## src/core/spe_consts.svh

```systemverilog
// constants of the serial port: widths, counts and reset values
// assumes inclusion from the package and from the testbench files
`ifndef SPE_CONSTS_SVH
`define SPE_CONSTS_SVH
`define SPE_NSEL      4
`define SPE_SELW      2
`define SPE_WORDW     8
`define SPE_DIVW      8
`define SPE_EDGEW     4
`define SPE_BITW      3
`define SPE_LAST_EDGE 4'hf
`define SPE_LAST_BIT  3'h7
`define SPE_DIV_ONE   8'h01
`define SPE_BUF_DEPTH 2
`define SPE_CS_IDLE   4'hf
`endif

```

## src/core/spe_pkg.sv

```systemverilog
// types shared by the serial port core
// assumes spe_consts.svh sits on the include path
package spe_pkg;
`include "spe_consts.svh"

	// per-select configuration
	typedef struct packed {
		logic [`SPE_DIVW-1:0] serial_clock_divisor;
		logic                 clock_idle_level;
		logic                 sample_phase_select;
		logic                 hold_select_after_transfer;
	} spe_sel_cfg_t;

	typedef enum logic [1:0] {M_IDLE, M_EXTRA, M_SHIFT, M_DONE} spe_mstate_t;

	// pin samples
	typedef struct packed {
		logic sck;
		logic mosi;
		logic miso;
		logic ss_n;
	} spe_pins_t;

	typedef struct packed {
		spe_pins_t             s1;
		spe_pins_t             s2;
		logic                  sck_prev;
		logic                  ss_prev;
		logic                  enabled;
		logic                  mode_fault;
		logic                  overrun;
		logic [`SPE_WORDW-1:0] tx_hold;
		logic                  tx_empty;
		logic [`SPE_WORDW-1:0] tx_sh;
		logic [`SPE_WORDW-1:0] rx_sh;
		spe_mstate_t           mst;
		logic [`SPE_DIVW-1:0]  div_cnt;
		logic [`SPE_EDGEW-1:0] edge_cnt;
		logic [`SPE_SELW-1:0]  cur_sel;
		logic                  prev_valid;
		logic                  prev_one;
		logic                  sck_o;
		logic                  drv_master;
		logic                  drv_slave;
		logic [`SPE_NSEL-1:0]  cs_n;
		logic [`SPE_BITW-1:0]  sbit;
		logic                  rx_push;
		logic [`SPE_WORDW-1:0] rx_word;
	} spe_state_t;
endpackage

```

## src/core/spe_port.sv

```systemverilog
// serial peripheral port, master or slave, with its silicon quirks kept
// assumes control bits from software as levels/pulses on clk_sys,
// and pins from outside, which pass two flops before use
//
// Functional notes
// - disable command ignored while acting as slave
// - extra sck pulse on divisor-one mismatch, only with idle-high clock and phase select 0
// - select0 hold plus fault detect blocks start
// - disabled port drops writes, empty flag stays
// - dma words after disable are lost
// - fault detection enabled may misbehave
`timescale 1ns/1ps
module spe_port
	import spe_pkg::*;
(
	// clock and reset
	input  wire logic                       clk_sys,
	input  wire logic                       resetn,
	// control and configuration
	input  wire logic                       master_mode,
	input  wire logic                       fault_detect_disable,
	input  wire logic                       enable_cmd,
	input  wire logic                       disable_cmd,
	input  wire logic                       soft_reset_bit,
	input  wire logic [`SPE_SELW-1:0]       sel_index,
	input  wire spe_sel_cfg_t [`SPE_NSEL-1:0] sel_cfg,
	// transmit holding, written by the dma channel
	input  wire logic                       tx_wr,
	input  wire logic [`SPE_WORDW-1:0]      tx_data,
	output logic                            tx_holding_empty,
	// received words
	output logic                            rx_valid,
	output logic [`SPE_WORDW-1:0]           rx_data,
	input  wire logic                       rx_ready,
	// status
	output logic                            port_enabled,
	output logic                            mode_fault,
	output logic                            overrun,
	// pins
	input  wire logic                       sck_in,
	output logic                            sck_out,
	output logic                            sck_oe,
	input  wire logic                       mosi_in,
	output logic                            mosi_out,
	output logic                            mosi_oe,
	input  wire logic                       miso_in,
	output logic                            miso_out,
	output logic                            miso_oe,
	input  wire logic                       ss_n_in,
	output logic [`SPE_NSEL-1:0]            cs_n_out,
	output logic                            cs_oe
);
	spe_state_t   q;
	spe_state_t   d;
	spe_sel_cfg_t cfg;
	spe_sel_cfg_t ncfg;
	logic         rx_in_ready;
	logic         start_ok;
	logic         extra_need;
	logic         hold_block;
	logic         half_tick;
	logic         s_rise;
	logic         s_fall;
	logic         s_lead;
	logic         s_samp;
	logic         s_shift;

	////////////////////////////////////////////////////////////////////////////
	// decode helpers
	assign cfg        = sel_cfg[q.cur_sel];
	assign ncfg       = sel_cfg[sel_index];
	assign half_tick  = (q.div_cnt == '0);
	assign hold_block = sel_cfg[0].hold_select_after_transfer
		&& !fault_detect_disable;
	assign start_ok   = master_mode && q.enabled && !q.tx_empty && rx_in_ready
		&& !hold_block && (q.mst == M_IDLE);
	// quirk kept: divisor-one change between selects in this mode
	assign extra_need = q.prev_valid
		&& (q.prev_one != (ncfg.serial_clock_divisor == `SPE_DIV_ONE))
		&& ncfg.clock_idle_level && !ncfg.sample_phase_select;
	assign s_rise  = !q.sck_prev && q.s2.sck;
	assign s_fall  = q.sck_prev && !q.s2.sck;
	assign s_lead  = sel_cfg[0].clock_idle_level ? s_fall : s_rise;
	assign s_samp  = sel_cfg[0].sample_phase_select ? s_lead : (s_rise || s_fall) && !s_lead;
	assign s_shift = (s_rise || s_fall) && !s_samp;

	////////////////////////////////////////////////////////////////////////////
	// next state
	always_comb begin
		d = q;
		d.rx_push  = 1'b0;
		d.s1       = '{sck: sck_in, mosi: mosi_in, miso: miso_in, ss_n: ss_n_in};
		d.s2       = q.s1;
		d.sck_prev = q.s2.sck;
		d.ss_prev  = q.s2.ss_n;

		// enable and disable; slave keeps running
		if (enable_cmd) begin
			d.enabled = 1'b1;
		end else if (disable_cmd && master_mode) begin
			d.enabled = 1'b0;
		end
		// a low select seen as master trips the fault and stops the port
		if (master_mode && !fault_detect_disable && q.enabled && !q.s2.ss_n) begin
			d.mode_fault = 1'b1;
			d.enabled    = 1'b0;
		end

		// master sequencer
		unique case (q.mst)
			M_IDLE: begin
				d.sck_o = ncfg.clock_idle_level;
				if (start_ok) begin
					d.cur_sel    = sel_index;
					d.tx_sh      = q.tx_hold;
					d.tx_empty   = 1'b1;
					d.cs_n       = ~(`SPE_NSEL'(1) << sel_index);
					d.edge_cnt   = '0;
					d.div_cnt    = (ncfg.serial_clock_divisor == '0) ? '0
						: ncfg.serial_clock_divisor - `SPE_DIV_ONE;
					d.prev_valid = 1'b1;
					d.prev_one   = (ncfg.serial_clock_divisor == `SPE_DIV_ONE);
					if (extra_need) begin
						d.mst   = M_EXTRA;
						d.sck_o = !ncfg.clock_idle_level;
					end else begin
						d.mst = M_SHIFT;
					end
				end
			end
			M_EXTRA: begin
				d.div_cnt = q.div_cnt - `SPE_DIV_ONE;
				if (half_tick) begin
					d.sck_o   = cfg.clock_idle_level;
					d.mst     = M_SHIFT;
					d.div_cnt = (cfg.serial_clock_divisor == '0) ? '0
						: cfg.serial_clock_divisor - `SPE_DIV_ONE;
				end
			end
			M_SHIFT: begin
				d.div_cnt = q.div_cnt - `SPE_DIV_ONE;
				if (half_tick) begin
					d.div_cnt  = (cfg.serial_clock_divisor == '0) ? '0
						: cfg.serial_clock_divisor - `SPE_DIV_ONE;
					d.sck_o    = !q.sck_o;
					d.edge_cnt = q.edge_cnt + `SPE_EDGEW'(1);
					// even edges lead; phase bit picks which edge samples
					if ((!q.edge_cnt[0]) == cfg.sample_phase_select) begin
						d.rx_sh = {q.rx_sh[`SPE_WORDW-2:0], q.s2.miso};
					end else if (q.edge_cnt != '0) begin
						d.tx_sh = {q.tx_sh[`SPE_WORDW-2:0], 1'b0};
					end
					if (q.edge_cnt == `SPE_LAST_EDGE) begin
						d.mst = M_DONE;
					end
				end
			end
			M_DONE: begin
				d.rx_word = q.rx_sh;
				d.rx_push = 1'b1;
				d.mst     = M_IDLE;
				if (!cfg.hold_select_after_transfer) begin
					d.cs_n = `SPE_CS_IDLE;
				end
			end
		endcase
		if (!master_mode || !q.enabled) begin
			d.mst  = M_IDLE;
			d.cs_n = `SPE_CS_IDLE;
		end

		// slave shifter on sampled pins, configured by select 0
		if (!master_mode && q.enabled) begin
			if (q.ss_prev && !q.s2.ss_n) begin
				d.sbit = '0;
				if (!q.tx_empty) begin
					d.tx_sh    = q.tx_hold;
					d.tx_empty = 1'b1;
				end
			end else if (!q.s2.ss_n && s_samp) begin
				d.rx_sh = {q.rx_sh[`SPE_WORDW-2:0], q.s2.mosi};
				d.sbit  = q.sbit + `SPE_BITW'(1);
				if (q.sbit == `SPE_LAST_BIT) begin
					d.rx_word = {q.rx_sh[`SPE_WORDW-2:0], q.s2.mosi};
					d.rx_push = 1'b1;
					d.overrun = q.overrun || !rx_in_ready; // slave cannot stall
					if (!q.tx_empty) begin
						d.tx_sh    = q.tx_hold;
						d.tx_empty = 1'b1;
					end
				end
			end else if (!q.s2.ss_n && s_shift
				&& !(q.sbit == '0 && !sel_cfg[0].sample_phase_select)) begin
				d.tx_sh = {q.tx_sh[`SPE_WORDW-2:0], 1'b0};
			end
		end

		// holding write after any load so the new word wins; dropped when off
		if (tx_wr && q.enabled) begin
			d.tx_hold  = tx_data;
			d.tx_empty = 1'b0;
		end // disabled: word lost, flag untouched

		d.drv_master = master_mode && d.enabled;
		d.drv_slave  = !master_mode && d.enabled && !q.s2.ss_n;

		// soft reset returns the state to reset values, except s1 and s2 keep their samples and ss_prev goes low
		if (soft_reset_bit) begin
			d = '0;
			d.tx_empty = 1'b1;
			d.cs_n     = `SPE_CS_IDLE;
			d.s1       = q.s1;
			d.s2       = q.s2;
		end
	end

	always_ff @(posedge clk_sys or negedge resetn) begin
		if (!resetn) begin
			q          <= '0;
			q.tx_empty <= 1'b1;
			q.cs_n     <= `SPE_CS_IDLE;
			q.s1.ss_n  <= 1'b1; // select idles high: no false fault after reset
			q.s2.ss_n  <= 1'b1;
			q.ss_prev  <= 1'b1;
		end else begin
			q <= d;
		end
	end

	////////////////////////////////////////////////////////////////////////////
	// receive buffer; its ready holds off new master transfers
	spe_buffer #(
		.W (`SPE_WORDW),
		.D (`SPE_BUF_DEPTH)
	) u_rx_buf (
		.clk_sys   (clk_sys),
		.resetn    (resetn),
		.clear     (soft_reset_bit),
		.in_valid  (q.rx_push),
		.in_data   (q.rx_word),
		.in_ready  (rx_in_ready),
		.out_valid (rx_valid),
		.out_data  (rx_data),
		.out_ready (rx_ready)
	);

	// outputs straight from state
	assign tx_holding_empty = q.tx_empty;
	assign port_enabled     = q.enabled;
	assign mode_fault       = q.mode_fault;
	assign overrun          = q.overrun;
	assign sck_out          = q.sck_o;
	assign sck_oe           = q.drv_master;
	assign mosi_out         = q.tx_sh[`SPE_WORDW-1];
	assign mosi_oe          = q.drv_master;
	assign miso_out         = q.tx_sh[`SPE_WORDW-1];
	assign miso_oe          = q.drv_slave;
	assign cs_n_out         = q.cs_n;
	assign cs_oe            = q.drv_master;
endmodule

```

## src/core/spe_buffer.sv

```systemverilog
// two-entry receive buffer, head entry held in a register
// assumes one clock; clear is a synchronous one-cycle pulse
`timescale 1ns/1ps
module spe_buffer #(
	parameter int W = 8,
	parameter int D = 2
) (
	// clock and reset
	input  wire logic         clk_sys,
	input  wire logic         resetn,
	input  wire logic         clear,
	// filling side
	input  wire logic         in_valid,
	input  wire logic [W-1:0] in_data,
	output logic              in_ready,
	// draining side
	output logic              out_valid,
	output logic [W-1:0]      out_data,
	input  wire logic         out_ready
);
	typedef struct packed {
		logic [D-1:0][W-1:0] mem;
		logic [D-1:0]        vld;
	} buf_t;

	buf_t q;
	buf_t d;
	logic placed;

	// shift on pop, then drop the new word in the first free slot
	always_comb begin
		d = q;
		placed = 1'b0;
		if (clear) begin
			d.vld = '0;
		end else begin
			if (out_ready && q.vld[0]) begin
				for (int i = 0; i < D - 1; i++) begin
					d.mem[i] = q.mem[i + 1];
					d.vld[i] = q.vld[i + 1];
				end
				d.mem[D-1] = '0;
				d.vld[D-1] = 1'b0;
			end
			if (in_valid && !q.vld[D-1]) begin
				for (int i = 0; i < D; i++) begin
					if (!placed && !d.vld[i]) begin
						d.mem[i] = in_data;
						d.vld[i] = 1'b1;
						placed = 1'b1;
					end
				end
			end
		end
	end

	always_ff @(posedge clk_sys or negedge resetn) begin
		if (!resetn) begin
			q <= '0;
		end else begin
			q <= d;
		end
	end

	assign in_ready  = !q.vld[D-1]; // full only when last slot taken
	assign out_valid = q.vld[0];
	assign out_data  = q.mem[0];
endmodule

```

## config.mk

```make
export PLATFORM = sky130hd
export DESIGN_NAME = spe_port
export DESIGN_NICKNAME = d
export VERILOG_FILES = /design/src/core/spe_pkg.sv /design/src/core/spe_port.sv /design/src/core/spe_buffer.sv
export VERILOG_INCLUDE_DIRS = /design/src /design/src/core
export SDC_FILE = /design/constraint.sdc
export NUM_CORES = 1
export LEC_CHECK = 0
export BUFFER_PORTS_ARGS = -buffer_cell sky130_fd_sc_hd__buf_4
export CORE_MARGIN = 5
export CORE_UTILIZATION = 38
export DETAILED_ROUTE_END_ITERATION = 16
export SYNTH_ARGS = -nofsm -noshare
export SYNTH_HDL_FRONTEND = slang
export SYNTH_SLANG_ARGS = --single-unit
```

## constraint.sdc

```tcl
create_clock -name clk_sys -period 4.8 [get_ports clk_sys]
set_input_delay 0.48 -clock clk_sys [delete_from_list [all_inputs] [get_ports clk_sys]]
set_output_delay 0.48 -clock clk_sys [all_outputs]
set_load 0.02 [all_outputs]
```

==> results of run 1 <==
cell usage after synthesis (5+ instances only):
| cell | instances | area, sq um |
|---|---|---|
| buf_4 | 19 | 143 |
| nand2b_1 | 9 | 56.3 |
| nand2_1 | 58 | 218 |
| o21ai_0 | 39 | 195 |
| a211oi_1 | 13 | 97.6 |
| mux4_2 | 15 | 338 |
| nor3b_1 | 5 | 37.5 |
| clkbuf_1 | 21 | 78.8 |
| a31oi_1 | 7 | 43.8 |
| mux2i_1 | 28 | 280 |
| xor2_1 | 6 | 52.6 |
| xnor2_1 | 6 | 52.6 |
| a22oi_1 | 6 | 45.0 |
| mux2_2 | 17 | 191 |
| inv_1 | 25 | 93.8 |
| a21o_1 | 6 | 45.0 |
| a22o_1 | 8 | 70.1 |
| dfrtp_1 | 85 | 2130 |
| nand3_1 | 25 | 125 |
| ha_1 | 18 | 225 |
| nor2_1 | 74 | 278 |
| nor2b_1 | 6 | 37.5 |
| dfstp_2 | 8 | 210 |
| nor3_1 | 11 | 55.1 |
| a21oi_1 | 47 | 235 |
| mux4_1 | 6 | 158 |
layout by cell type (no fill, tap or decap), types with 7 or more instances in the layout:
| master | synthesis | final |
|---|---|---|
| a21oi_1 | 47 | 47 |
| a211oi_1 | 13 | 13 |
| o21ai_0 | 39 | 39 |
| dfstp_2 | 8 | 8 |
| clkbuf_16 | 0 | 9 |
| ha_1 | 18 | 18 |
| dfrtp_1 | 85 | 85 |
| nor3_1 | 11 | 11 |
| nand2b_1 | 9 | 9 |
| nand2_1 | 58 | 58 |
| mux4_2 | 15 | 15 |
| inv_1 | 25 | 25 |
| nand3_1 | 25 | 25 |
| a31oi_1 | 7 | 7 |
| mux2i_1 | 28 | 28 |
| a22o_1 | 8 | 8 |
| buf_4 | 19 | 94 |
| mux2_2 | 17 | 17 |
| nor2_1 | 74 | 74 |
metal layers:
metal  up-vias  wire (um)  global-route usage (%)  share of wire (%)
met5         -          0                       0                  0
met4         0        512                    7.12                2.9
met3        31        895                    3.48                5.1
met2       164       8360                    29.5                 47
met1      2690       7860                    24.5                 45
li1       2549          -                       -                  -
state kept, by name, indices dropped and copies added, names as in the netlist:
name                flops
port_enabled            1
cs_n_out                4
u_rx_buf.out_data       8
u_rx_buf.q              9
miso_out                1
miso_oe                 1
mode_fault              1
overrun                 1
tx_holding_empty        1
sck_out                 1
u_rx_buf.out_valid      1
q                      63
cs_oe                   1
worst max-delay path, delay by kind of cell, from the launching register on:
family / cells / cell delay, ns
compound gates: 2 / 0.58
simple gates: 2 / 0.62
mux: 1 / 0.72
buf+inv: 1 / 0.11
flops: 1 / 0.81
fa+ha+maj: 1 / 0.16
metrics by stage:
step	hold WS [ns]	instance area, sq um	util (%)	instances	power (mW)
3_5_place_dp	0.424	6980	42.6	931	1.14
2_1_floorplan	0.184	6280	-	664	1.02
5_1_grt	0.0810	7280	44.4	947	1.92
4_1_cts	0.0472	7280	44.4	947	1.86
6_report	0.0416	7280	44.4	947	1.84
3_3_place_gp	0.419	6980	42.6	931	1.13
logic make-up (layout without fill, tap and decap cells):
family / count (synthesis) / after routing / share of synthesized area (%)
xor gates and xnor gates: 12 / 12 / 1.67
muxes: 67 / 67 / 15.6
buffers and inverters: 73 / 136 / 5.94
AOI/OAI and AO/OA: 173 / 173 / 18.0
DFF: 93 / 93 / 37.2
adders and majority gates: 18 / 18 / 3.59
and+or+nand+nor: 228 / 228 / 18.0
cell type report:
type                    instances  area, sq um
flip-flops and latches         93         2340
clock inverters                 6         55.1
fillers                      1593         9130
multi-input cells             498         3570
repair buffers                 94          706
inverters                      26         97.6
well taps                     220          275
clock buffers                  10          239
worst min path at each step:
stage / startpoint / end
detailed placement: resetn / q[66]
finish: resetn / q[25]
CTS: resetn / q[70]
global placement: resetn / q[70]
floorplan: resetn / cs_oe
global route: resetn / q[55]
power breakdown:
| part | leakage [nW] | internal, mW | switching [mW] |
|---|---|---|---|
| logic | 1.74 | 0.126 | 0.152 |
| clock network | 0.139 | 0.375 | 0.345 |
| registers | 1.24 | 0.814 | 0.0279 |
==> results.md, run 1 <==
Timing:
- The final critical path takes up 64.9% of the cycle.
- The final-report hold violation count came to 0.
- Subtracting the final worst setup slack from the clock period gives 3.12 ns.
- The final sum of negative setup slack is 0 ns.
- For the pin with the worst max-slew slack, the measured transition is 1.19 ns.
- Setup violations remaining at the end of the flow were counted as 0.
- Setup repair after global routing left no endpoint under its margin.
- For this run, the top clock speed supported by timing is 321 MHz.
- The setup clock skew after layout is 0.0113 ns.
- The number of max-slew violations in the final report is 0.
- The headroom to the max-slew limit is just over 20%.
- Setup slack closes at between 1.5 and 2 ns.

Layout:
- The area overhead of the layout relative to synthesis is 15.9%.
- The post-route netlist has 23.0% of its cells at a drive strength greater than 1.
- The count of nets after finishing is 807.
- The number of antenna diodes in the final layout is 0.

Clock tree:
- The deepest clock path buffer count is 2.
- At the later pin of the worst-skew pair, clock insertion delay measures 0.36 ns.
- The number of instances resized during post-cts repair is 0.
- TritonCTS built the clock tree.
- In this run, CTS created clock tree buffers numbering 9.
- The clock slew at the register clock pins of the worst setup and hold paths is 0.08 ns.
- After clock tree synthesis, the flow added hold-fix buffers numbering 0.
- Post-CTS timing repair inserted 0 buffers for setup.
- CTS saw 93 sinks.
- Clock tree synthesis selected as its root buffer the cell clkbuf_16.
- The H-tree was split into 3 levels.

Global route:
- The largest net degree at the start of global routing is 67.
- The via count of the first global-routing pass was 5395.
- The combined global-route utilization of all metal layers is 18.3%.
- After global routing the overflow that remains totals 0.
- The number of antenna violations at the first check in global routing was 0.
- The wire length of the first global-routing pass is 28.8 mm.

Critical path:
- The worst setup path is launched from a flip-flop.
- STA classifies the critical path endpoint as a flip-flop.
- For the worst setup path, the data arrival time is around 3.4 ns.
- On the critical path, the stage with the largest delay is an instance of dfrtp_1.
- The slack of the worst reg-to-reg path is approximately 1.7 ns.
- The critical path launch point is q[21].
- The startpoint of the worst register-to-register path is q[21].
- The end point of the critical path is q[33].
- The endpoint of the worst-slack reg-to-reg timing path is q[33].
- The number of cells on the worst reg-to-reg path is 7.
- On the worst path, the slowest cell contributes a delay of just over 0.8 ns.
- Data on the critical path is required at its endpoint by 5.04 ns.
- The category of the most critical setup path is reg -> reg.
- The signal on the critical path passes through mux4_1 > inv_1 > ha_1 > or4b_4 > nor3b_1 > a211o_1 > a221o_1.
- The biggest fanout along the worst timing path is 14.

Yosys:
- After synthesis, the netlist uses 76 different library cells.
- The count of mapped cells out of synthesis is 664.
- During synthesis, Yosys emitted a total of 0 warnings.
- The count of flip-flops with a built-in enable after synthesis is 0.
- The synthesized netlist occupies a cell area of 0.00628 sq mm.
- For this run, the register share of the synthesized area comes to a little under two fifths.
- The synthesized netlist net count is 749.
- Synthesis inferred 93 register bits.
- The async set-reset flop share out of synthesis is between 90% and 100%.
- For this run, the leading register cell type out of synthesis is dfrtp_1.
- The mean instance size in the synthesized netlist is 9.46 sq um.

Min path:
- The min-delay analysis places its worst path in the category in -> async.

Flow run:
- The number of max-cap violations is 0.

Drt:
- The per-cell routed wire length is 18.6 um.
- The post-detailed-route count of antenna-violating nets is 0.
- The via-per-instance ratio is 5.74.
- The iteration count of the initial detailed-routing pass is 5.
- The first routing iteration left 420 violations.
- After detailed routing, the total wire length is roughly 18 mm.
- The DRC violations left is 0.
- The via count of the routed design is 5434.

Die:
- The starting density of the core is 38.3%.
- The floorplan step defined a die boundary enclosing 0.0192 sq mm.
- Measured along the y axis, the die boundary spans 139 um.
- The floorplan core area is 0.0164 sq mm.
- The die extent in x is 139 um.
- 91 I/O pins were placed.
- Row generation in the floorplan step produced 47 rows.

Placed design:
- Prior to clock tree synthesis, the placed netlist has a worst setup slack of 1.70 ns.
- The placed wire-length estimate after detailed placement is 13.2 mm.
- The count of input and output buffers is 90.
- The final weighted congestion of routability-driven global placement is 0.903.

Run status:
- The flow ran to the end, and the final reports show no timing, DRC or antenna violations.

Pwr:
- In this run the static leakage power is 3.11 nW.
- The maximum ir drop on the vdd rail is just under 200 uV.
- The power density over cell area is between 200 and 300 mW/mm^2.
No activity file was read; power rests on OpenSTA's default activity.
==> run 2, diff against run 1 <==
--- a/config.mk
+++ b/config.mk
@@ -6,6 +6,7 @@
 export SDC_FILE = /design/constraint.sdc
 export NUM_CORES = 1
 export LEC_CHECK = 0
+export ABC_AREA = 1
 export BUFFER_PORTS_ARGS = -buffer_cell sky130_fd_sc_hd__buf_4
 export CORE_MARGIN = 5
 export CORE_UTILIZATION = 38
==> constraint.sdc (replaced) <==
create_clock -name clk_sys -period 3.3 [get_ports clk_sys]
set_input_delay 0.33 -clock clk_sys [delete_from_list [all_inputs] [get_ports clk_sys]]
set_output_delay 0.33 -clock clk_sys [all_outputs]
set_load 0.02 [all_outputs]
==> run 2 against run 1 <==
The run now ends with negative hold slack left. Area after synthesis rose by 4.2%. Largest power group unchanged. Cell area increased by 5.0%. Hold slack got worse by 0.045 ns. Maximum frequency up 18%.
==> results.md, run 2 <==
Placed design:
- The count of input and output buffers is 90 (unchanged).
- The placed wire-length estimate after detailed placement came to 13.9 mm (+5.3%).
- The final weighted congestion of routability-driven global placement came to 0.910 (+0.72%).
- The placed instance area is 0.00730 sq mm (+4.5%).
- The worst slack after detailed placement is 0.691 ns (-1.01 ns).

Global route:
- The number of antenna violations at the first check in global routing is 0 (unchanged).
- The largest net degree at the start of global routing is 62 (-7.5%).
- The via count of the first global-routing pass is 5951 (+10%).
- The combined global-route utilization of all metal layers is 18.7% (+0.45 points).
- The total grt overflow was 0 (unchanged).
- The wire length of the first global-routing pass is 30.3 mm (+5.2%).

Timing:
- The maximum clock frequency is 378 MHz (+18%).
- The worst hold margin is -0.00298 ns (-0.0446 ns).
- The least setup slack across all paths after layout was 0.657 ns (-1.03 ns).
- The setup violation total in the final timing report is 0 (unchanged).
- The final critical-path share of the clock period is 80.1% (+15 points).
- The number of max-slew violations in the final report is 0 (unchanged).
- Setup repair after global routing left no endpoint under its margin.
- The shortest period the worst path allows came to 2.64 ns (-0.473 ns).
- The worst-margin pin slew is 0.811 ns (-0.376 ns).
- The headroom to the max-slew limit is 45.9% (+26 points).
- The setup clock skew after layout is 0.00911 ns (-0.00217 ns).
- The final-report hold violation count was 2 (+2).
- The final sum of negative setup slack was 0 ns (unchanged).

Pwr:
- The overall power was 3.05 mW (+66%).
- The maximum ir drop on the vdd rail is 207 uV (+6.8%).
- The leakage component of the power is 3.81 nW (+22%).
- The power density over cell area is 398 mW/mm^2 (+58%).

Yosys:
- Ranked by total cell area, the synthesized netlist is headed by dfrtp_1 32%, nand2_1 14%, inv_1 7.7%, o21ai_0 6.5%, a21oi_1 4.5%.
- The Yosys warning count is 0 (unchanged).
- The number of unique standard cell types used by synthesis came to 40 (-47%).
- The top-area cell type share of the netlist area is 32.5% (-1.4 points).
- The post-synthesis register bit count came to 93 (unchanged).
- The netlist area before placement is 0.00655 sq mm (+4.2%).
- The dominant synthesized flop cell is dfrtp_1.
- The synthesized netlist net count was 1042 (+39%).
- The count of flip-flops with a built-in enable after synthesis is 0 (unchanged).
- The biggest area contributor in the post-synthesis netlist is dfrtp_1.
- The async set-reset flop share out of synthesis is 100% (unchanged).
- Yosys instantiated no cell more often than nand2_1.
- The sequential-to-total area share from yosys stat is 35.7% (-1.5 points).
- Ranked by instance count, the synthesized netlist is headed by 242 x nand2_1, 135 x inv_1, 85 x dfrtp_1, 85 x o21ai_0, 72 x nor2_1.
- The count of mapped cells out of synthesis came to 957 (+44%).
- The mean instance size in the synthesized netlist is 6.84 sq um (-28%).

Clock tree:
- The post-CTS setup buffer count is 0 (unchanged).
- The count of hold buffers inserted by post-cts repair was 0 (unchanged).
- The CTS root buffer is clkbuf_16.
- The deepest clock path buffer count is 2 (unchanged).
- The clock latency on the worst-skew pair is 0.35 ns (about the same).
- The count of clock tree sinks came to 93 (unchanged).
- The TritonCTS buffer count is 9 (unchanged).
- The TritonCTS clock tree is yes.
- The number of instances resized during post-cts repair is 0 (unchanged).
- The level count of the clock H-tree is 3 (unchanged).
- The clock slew at the register clock pins of the worst setup and hold paths came to 0.07 ns (about the same).

Layout:
- The most frequent standard cell in the layout excluding fill and tap cells is nand2_1.
- The final instance area is 0.00764 sq mm (+5.0%).
- The proportion of layout cells with a drive suffix above 1 came to 16.5% (-6.5 points).
- The final core utilization was 44.7% (+0.30 points).
- The count of nets after finishing is 1106 (+37%).
- The register name with the most flops is q.
- The number of flip-flops in the largest register is 63 (unchanged).
- Compared with the post-synthesis result, the final layout area differs by 16.8%.
- The antenna diode count is 0 (unchanged).
- In the layout the commonest cells are 242 x nand2_1, 135 x inv_1, 94 x buf_4.

Die:
- The row count is 48 (+2.1%).
- The number of placed I/O pins is 91 (unchanged).
- The floorplan core area is 0.0171 sq mm (+4.3%).
- The die extent in x came to 141 um (+1.9%).
- The area enclosed by the die boundary is 0.0199 sq mm (+3.9%).
- The overall die height was 141 um (+1.9%).
- The starting density of the core came to 38.2% (about the same).

Drt:
- The aggregate routed wire length is 18.4 mm (+4.6%).
- The per-cell routed wire length is 14.7 um (-21%).
- The via-per-instance ratio came to 5.09 (-11%).
- The via count of the routed design is 6364 (+17%).
- The iteration count of the initial detailed-routing pass is 5 (unchanged).
- The detailed router's first-iteration violation count was 429 (+2.1%).
- The post-detailed-route count of antenna-violating nets is 0 (unchanged).
- The DRC violations left was 0 (unchanged).

Critical path:
- The biggest fanout along the worst timing path is 28 (+14).
- The worst setup path is launched from a flip-flop.
- The data arrival time of the worst path came to 2.89 ns (-0.47 ns).
- The worst setup path is captured at a flip-flop.
- The required time at the endpoint of the critical path is 3.55 ns (-1.49 ns).
- The category of the most critical setup path is reg -> reg.

Flow run:
- The number of max-cap violations was 0 (unchanged).

Run status:
- The flow ran to the end, but the final reports show violations.
- The final reports fail on negative hold slack.

Min path:
- The tightest min-delay check is of the in -> async type.
==> run 2: cell types whose count changed after synthesis, moves of 17 or more <==
| cell | previous run | this run |
|---|---|---|
| inv_1 | 25 | 135 |
| mux2_2 | 17 | 0 |
| mux2i_1 | 28 | 0 |
| nand2_1 | 58 | 242 |
| nand3_1 | 25 | 50 |
| o211ai_1 | 1 | 26 |
| o21ai_0 | 39 | 85 |
| o21ai_1 | 2 | 26 |
==> run 2: cell type report <==
cell class,count,area (sq um)
tap,225,282
clock inverter,5,106
sequential,93,2340
inverter,151,568
clock buffer,11,243
multi-input combinational,671,3380
timing repair buffer,95,726
fill,1836,9470
==> run 2: through the flow <==
step	cells	hold slack, ns
global route	1251	0.0466
CTS	1251	0.0225
floorplan	957	0.0344
global placement	1235	0.407
finish	1251	-0.00298
detailed placement	1235	0.406
==> run 2: cell families after synthesis <==
logic type               after synthesis  synth area share (%)
AND/OR/NAND/NOR                      421                  27.9
AO/OA/AOI/OAI                        217                  18.3
buffers and inverters                193                  12.6
flip-flops                            93                  35.7
XOR/XNOR                              15                  2.01
adder cells (fa/ha/maj)               18                  3.44
==> run 2: path summary, 6_finish.rpt <==
path / startpoint / to / slack, ns / cells past startpoint
max: q[21] / q[33] / 0.66 / 14
min: resetn / u_rx_buf.out_data[3] / -0.003 / 1
max in group asynchronous: resetn / tx_holding_empty / 2.56 / 2
max reg2reg: q[21] / q[33] / 0.66 / 14
min in group clk_sys: master_mode / miso_oe / 0.16 / 2
min reg2reg: q[71] / q[67] / 0.48 / 2
==> run 2: where the power goes <==
group          total (mW)  switching (mW)  internal, mW
Combinational       0.567           0.351         0.216
Sequential           1.25          0.0471          1.21
Clock                1.23           0.460         0.766
==> run 2: metal layers <==
layer | up-vias | track usage (%) | part of all wire (%)
li1 | 3208 | - | -
met1 | 2944 | 27.1 | 48
met2 | 191 | 29.0 | 44
met3 | 21 | 2.99 | 6.1
met4 | 0 | 5.30 | 1.5
met5 | - | 0 | 0
==> run 2: worst max-delay path: stages, from the launching register on <==
cell     delay (ns)
dfrtp_1        0.87
inv_2          0.31
nand2_1        0.13
a32oi_1        0.16
inv_1          0.16
ha_1           0.19
inv_1          0.05
nor2_1         0.20
nand3_1        0.11
nand2_1        0.07
nand3_1        0.07
nand2_1        0.06
nand2_1        0.05
nand3_1        0.07
nand2_1        0.05
==> run 3, diff against run 2 <==
==> constraint.sdc (replaced) <==
create_clock -name clk_sys -period 2.3 [get_ports clk_sys]
set_input_delay 0.23 -clock clk_sys [delete_from_list [all_inputs] [get_ports clk_sys]]
set_output_delay 0.23 -clock clk_sys [all_outputs]
set_load 0.02 [all_outputs]
==> run 3 against run 2 <==
The flow now finishes without violations. Setup slack got worse by 0.44 ns. Sequential share of layout area fell by 0.54 points. Critical path depth fell by 2. Routed wire length rose by 1.5%. Global-route usage barely moved. Flip-flop and latch count did not move. Highest routed layer unchanged.
==> results.md, run 3 (synthesis results as in run 2) <==
Clock tree:
- The cell sitting at the root of the clock tree is a clkbuf_16.
- The deepest clock path buffer count is 2 (unchanged).
- The clock slew at the register clock pins of the worst setup and hold paths was 0.07 ns (about the same).
- The clock latency on the worst-skew pair was 0.34 ns (about the same).
- TritonCTS built the clock tree.
- The level count of the clock H-tree is 3 (unchanged).
- The TritonCTS buffer count is 9 (unchanged).
- The count of clock tree sinks is 93 (unchanged).

Global route:
- The number of antenna violations at the first check in global routing is 0 (unchanged).
- The largest net degree at the start of global routing is 42 (-32%).
- The via count of the first global-routing pass is 5924 (-0.45%).
- The wire length of the first global-routing pass came to 30.4 mm (+0.34%).
- The combined global-route utilization of all metal layers was 18.7% (about the same).
- The total grt overflow is 0 (unchanged).

Die:
- The starting density of the core is 38.2% (unchanged).
- The floorplan core area was 0.0171 sq mm (unchanged).
- The number of placed I/O pins is 91 (unchanged).
- The overall die height was 141 um (unchanged).
- The row count is 48 (unchanged).
- The die extent in x was 141 um (unchanged).
- The area enclosed by the die boundary was 0.0199 sq mm (unchanged).

Critical path:
- The slack of the worst reg-to-reg path is 0.21 ns (-0.44 ns).
- The number of cells on the worst reg-to-reg path was 12 (-2).
- The critical path launch point is q[36].
- The biggest fanout along the worst timing path is 8 (-71%).
- The endpoint of the worst-slack reg-to-reg timing path is q[28].
- The data arrival time of the worst path is 2.36 ns (-0.53 ns).
- The critical path startpoint category is a flip-flop.
- The end point of the critical path is q[28].
- The worst register-to-register path begins at q[36].
- The worst setup path is captured at a flip-flop.
- The category of the most critical setup path is reg -> reg.
- The required time at the endpoint of the critical path is 2.57 ns (-0.98 ns).

Layout:
- The proportion of layout cells with a drive suffix above 1 is 19.1% (+2.6 points).
- The antenna diode count is 0 (unchanged).
- The area growth from synthesis to layout is 18.9%.
- The number of flip-flops in the largest register is 63 (unchanged).
- The most frequent standard cell in the layout excluding fill and tap cells is nand2_1.
- The register name with the most flops is q.
- The count of nets after finishing is 1127 (+1.9%).
- The top cell types in the final layout, fill and taps aside, are 240 x nand2_1, 133 x inv_1, 114 x buf_4.

Drt:
- The post-detailed-route count of antenna-violating nets was 0 (unchanged).
- The aggregate routed wire length is 18.7 mm (+1.5%).
- The per-cell routed wire length was 14.7 um (-0.15%).
- The DRC violations left was 0 (unchanged).
- The via-per-instance ratio is 5.03 (-1.2%).
- The via count of the routed design was 6393 (+0.46%).
- The iteration count of the initial detailed-routing pass was 5 (unchanged).
- The detailed router's first-iteration violation count is 468 (+9.1%).

Flow run:
- The number of max-cap violations is 0 (unchanged).

Timing:
- The setup violation total in the final timing report was 0 (unchanged).
- The worst-margin pin slew is 0.609 ns (-0.202 ns).
- The setup clock skew after layout is 0.00629 ns (-0.00283 ns).
- The final critical-path share of the clock period is 90.7% (+11 points).
- The shortest period the worst path allows is 2.09 ns (-0.556 ns).
- The final-report hold violation count is 0 (-2).
- The number of max-slew violations in the final report is 0 (unchanged).
- The worst hold margin was 0.0771 ns (+0.0801 ns).
- The least setup slack across all paths after layout was 0.213 ns (-0.444 ns).
- The headroom to the max-slew limit is 59.1% (+13 points).
- Setup repair after global routing could not meet its margin everywhere.
- The maximum clock frequency is 479 MHz (+27%).

Placed design:
- The final weighted congestion of routability-driven global placement is 0.941 (+3.5%).
- The placed wire-length estimate after detailed placement is 14.2 mm (+1.9%).
- The count of input and output buffers is 90 (unchanged).
- The worst slack after detailed placement is 0.158 ns (-0.534 ns).

Pwr:
- The power density over cell area is 525 mW/mm^2 (+32%).
- The maximum ir drop on the vdd rail is 318 uV (+53%).
- The leakage component of the power is 3.87 nW (+1.6%).

Run status:
- The flow ran to the end, and the final reports show no timing, DRC or antenna violations.

Min path:
- The worst min-delay path category is in -> reg.
run 3: changes by cell type in the layout (fill, tap and decap cells not counted), moves of 2 or more:
cell / change
nand2_2: +2
inv_1: -2
nor2_2: +2
a21oi_2: +3
a21oi_1: -3
buf_4: +20
clkinvlp_4: +4
bufinv_16: -3
nand2_1: -2
nor2_1: -2
run 3: layout make-up:
cell class | count | area, sq um
repair buffers | 116 | 886
well taps | 225 | 282
inverters | 151 | 574
fillers | 1810 | 9330
clock buffers | 12 | 256
multi-input cells | 671 | 3420
clock inverters | 4 | 31.3
flip-flops and latches | 93 | 2340
run 3: critical path: stages (launching register included):
cell      delay (ns)
dfrtp_1         0.41
inv_1           0.09
ha_1            0.16
inv_1           0.08
nor3_2          0.15
nand2_1         0.17
nand2_2         0.16
nor2_1          0.09
inv_1           0.10
nand2_1         0.09
nor2_2          0.28
o211ai_1        0.14
o21ai_1         0.10
run 3: metal layers:
metal	share of wire, %	vias to the layer above	wire [um]	global-route usage, %
met1	48	2903	8920	26.6
met5	0	-	0	0
met4	1.3	0	250	5.00
met3	6.7	18	1250	3.26
li1	-	3251	-	-
met2	44	221	8290	29.5
run 3: through the flow:
step                      instances  TNS [ns]  instance area, sq um  util [%]  total power, mW
final                          1272         0                  7780      45.5             4.09
after global routing           1272    -0.214                  7780      45.5             4.31
after CTS                      1270         0                  7730      45.2             4.11
after detailed placement       1253         0                  7430      43.4             2.65
after global placement         1253         0                  7430      43.4             2.65
after floorplan                 957         0                  6550         -             2.35
run 3: worst min-delay path by stage:
stage                      from                   end  slack [ns]  cells past startpoint
CTS                 master_mode               miso_oe        0.06                      2
global route        master_mode               miso_oe        0.07                      2
global placement         resetn  u_rx_buf.out_data[3]        0.26                      1
floorplan                resetn                 cs_oe       -0.07                      0
finish               tx_data[1]                 q[55]        0.08                      3
detailed placement       resetn  u_rx_buf.out_data[3]        0.26                      1
run 3: report_power, final:
| part | leakage, nW | switching [mW] | internal [mW] |
|---|---|---|---|
| sequential | 1.21 | 0.0658 | 1.73 |
| clock | 0.131 | 0.654 | 0.797 |
| combinational | 2.52 | 0.515 | 0.326 |
run 3: timing repair:
item | in CTS | in global routing
endpoints found under the setup margin | 0 | 32
resized for setup | 0 | 12
endpoints found under the hold margin | 36 | 0
hold buffers | 1 | 0
setup buffers | 0 | 2
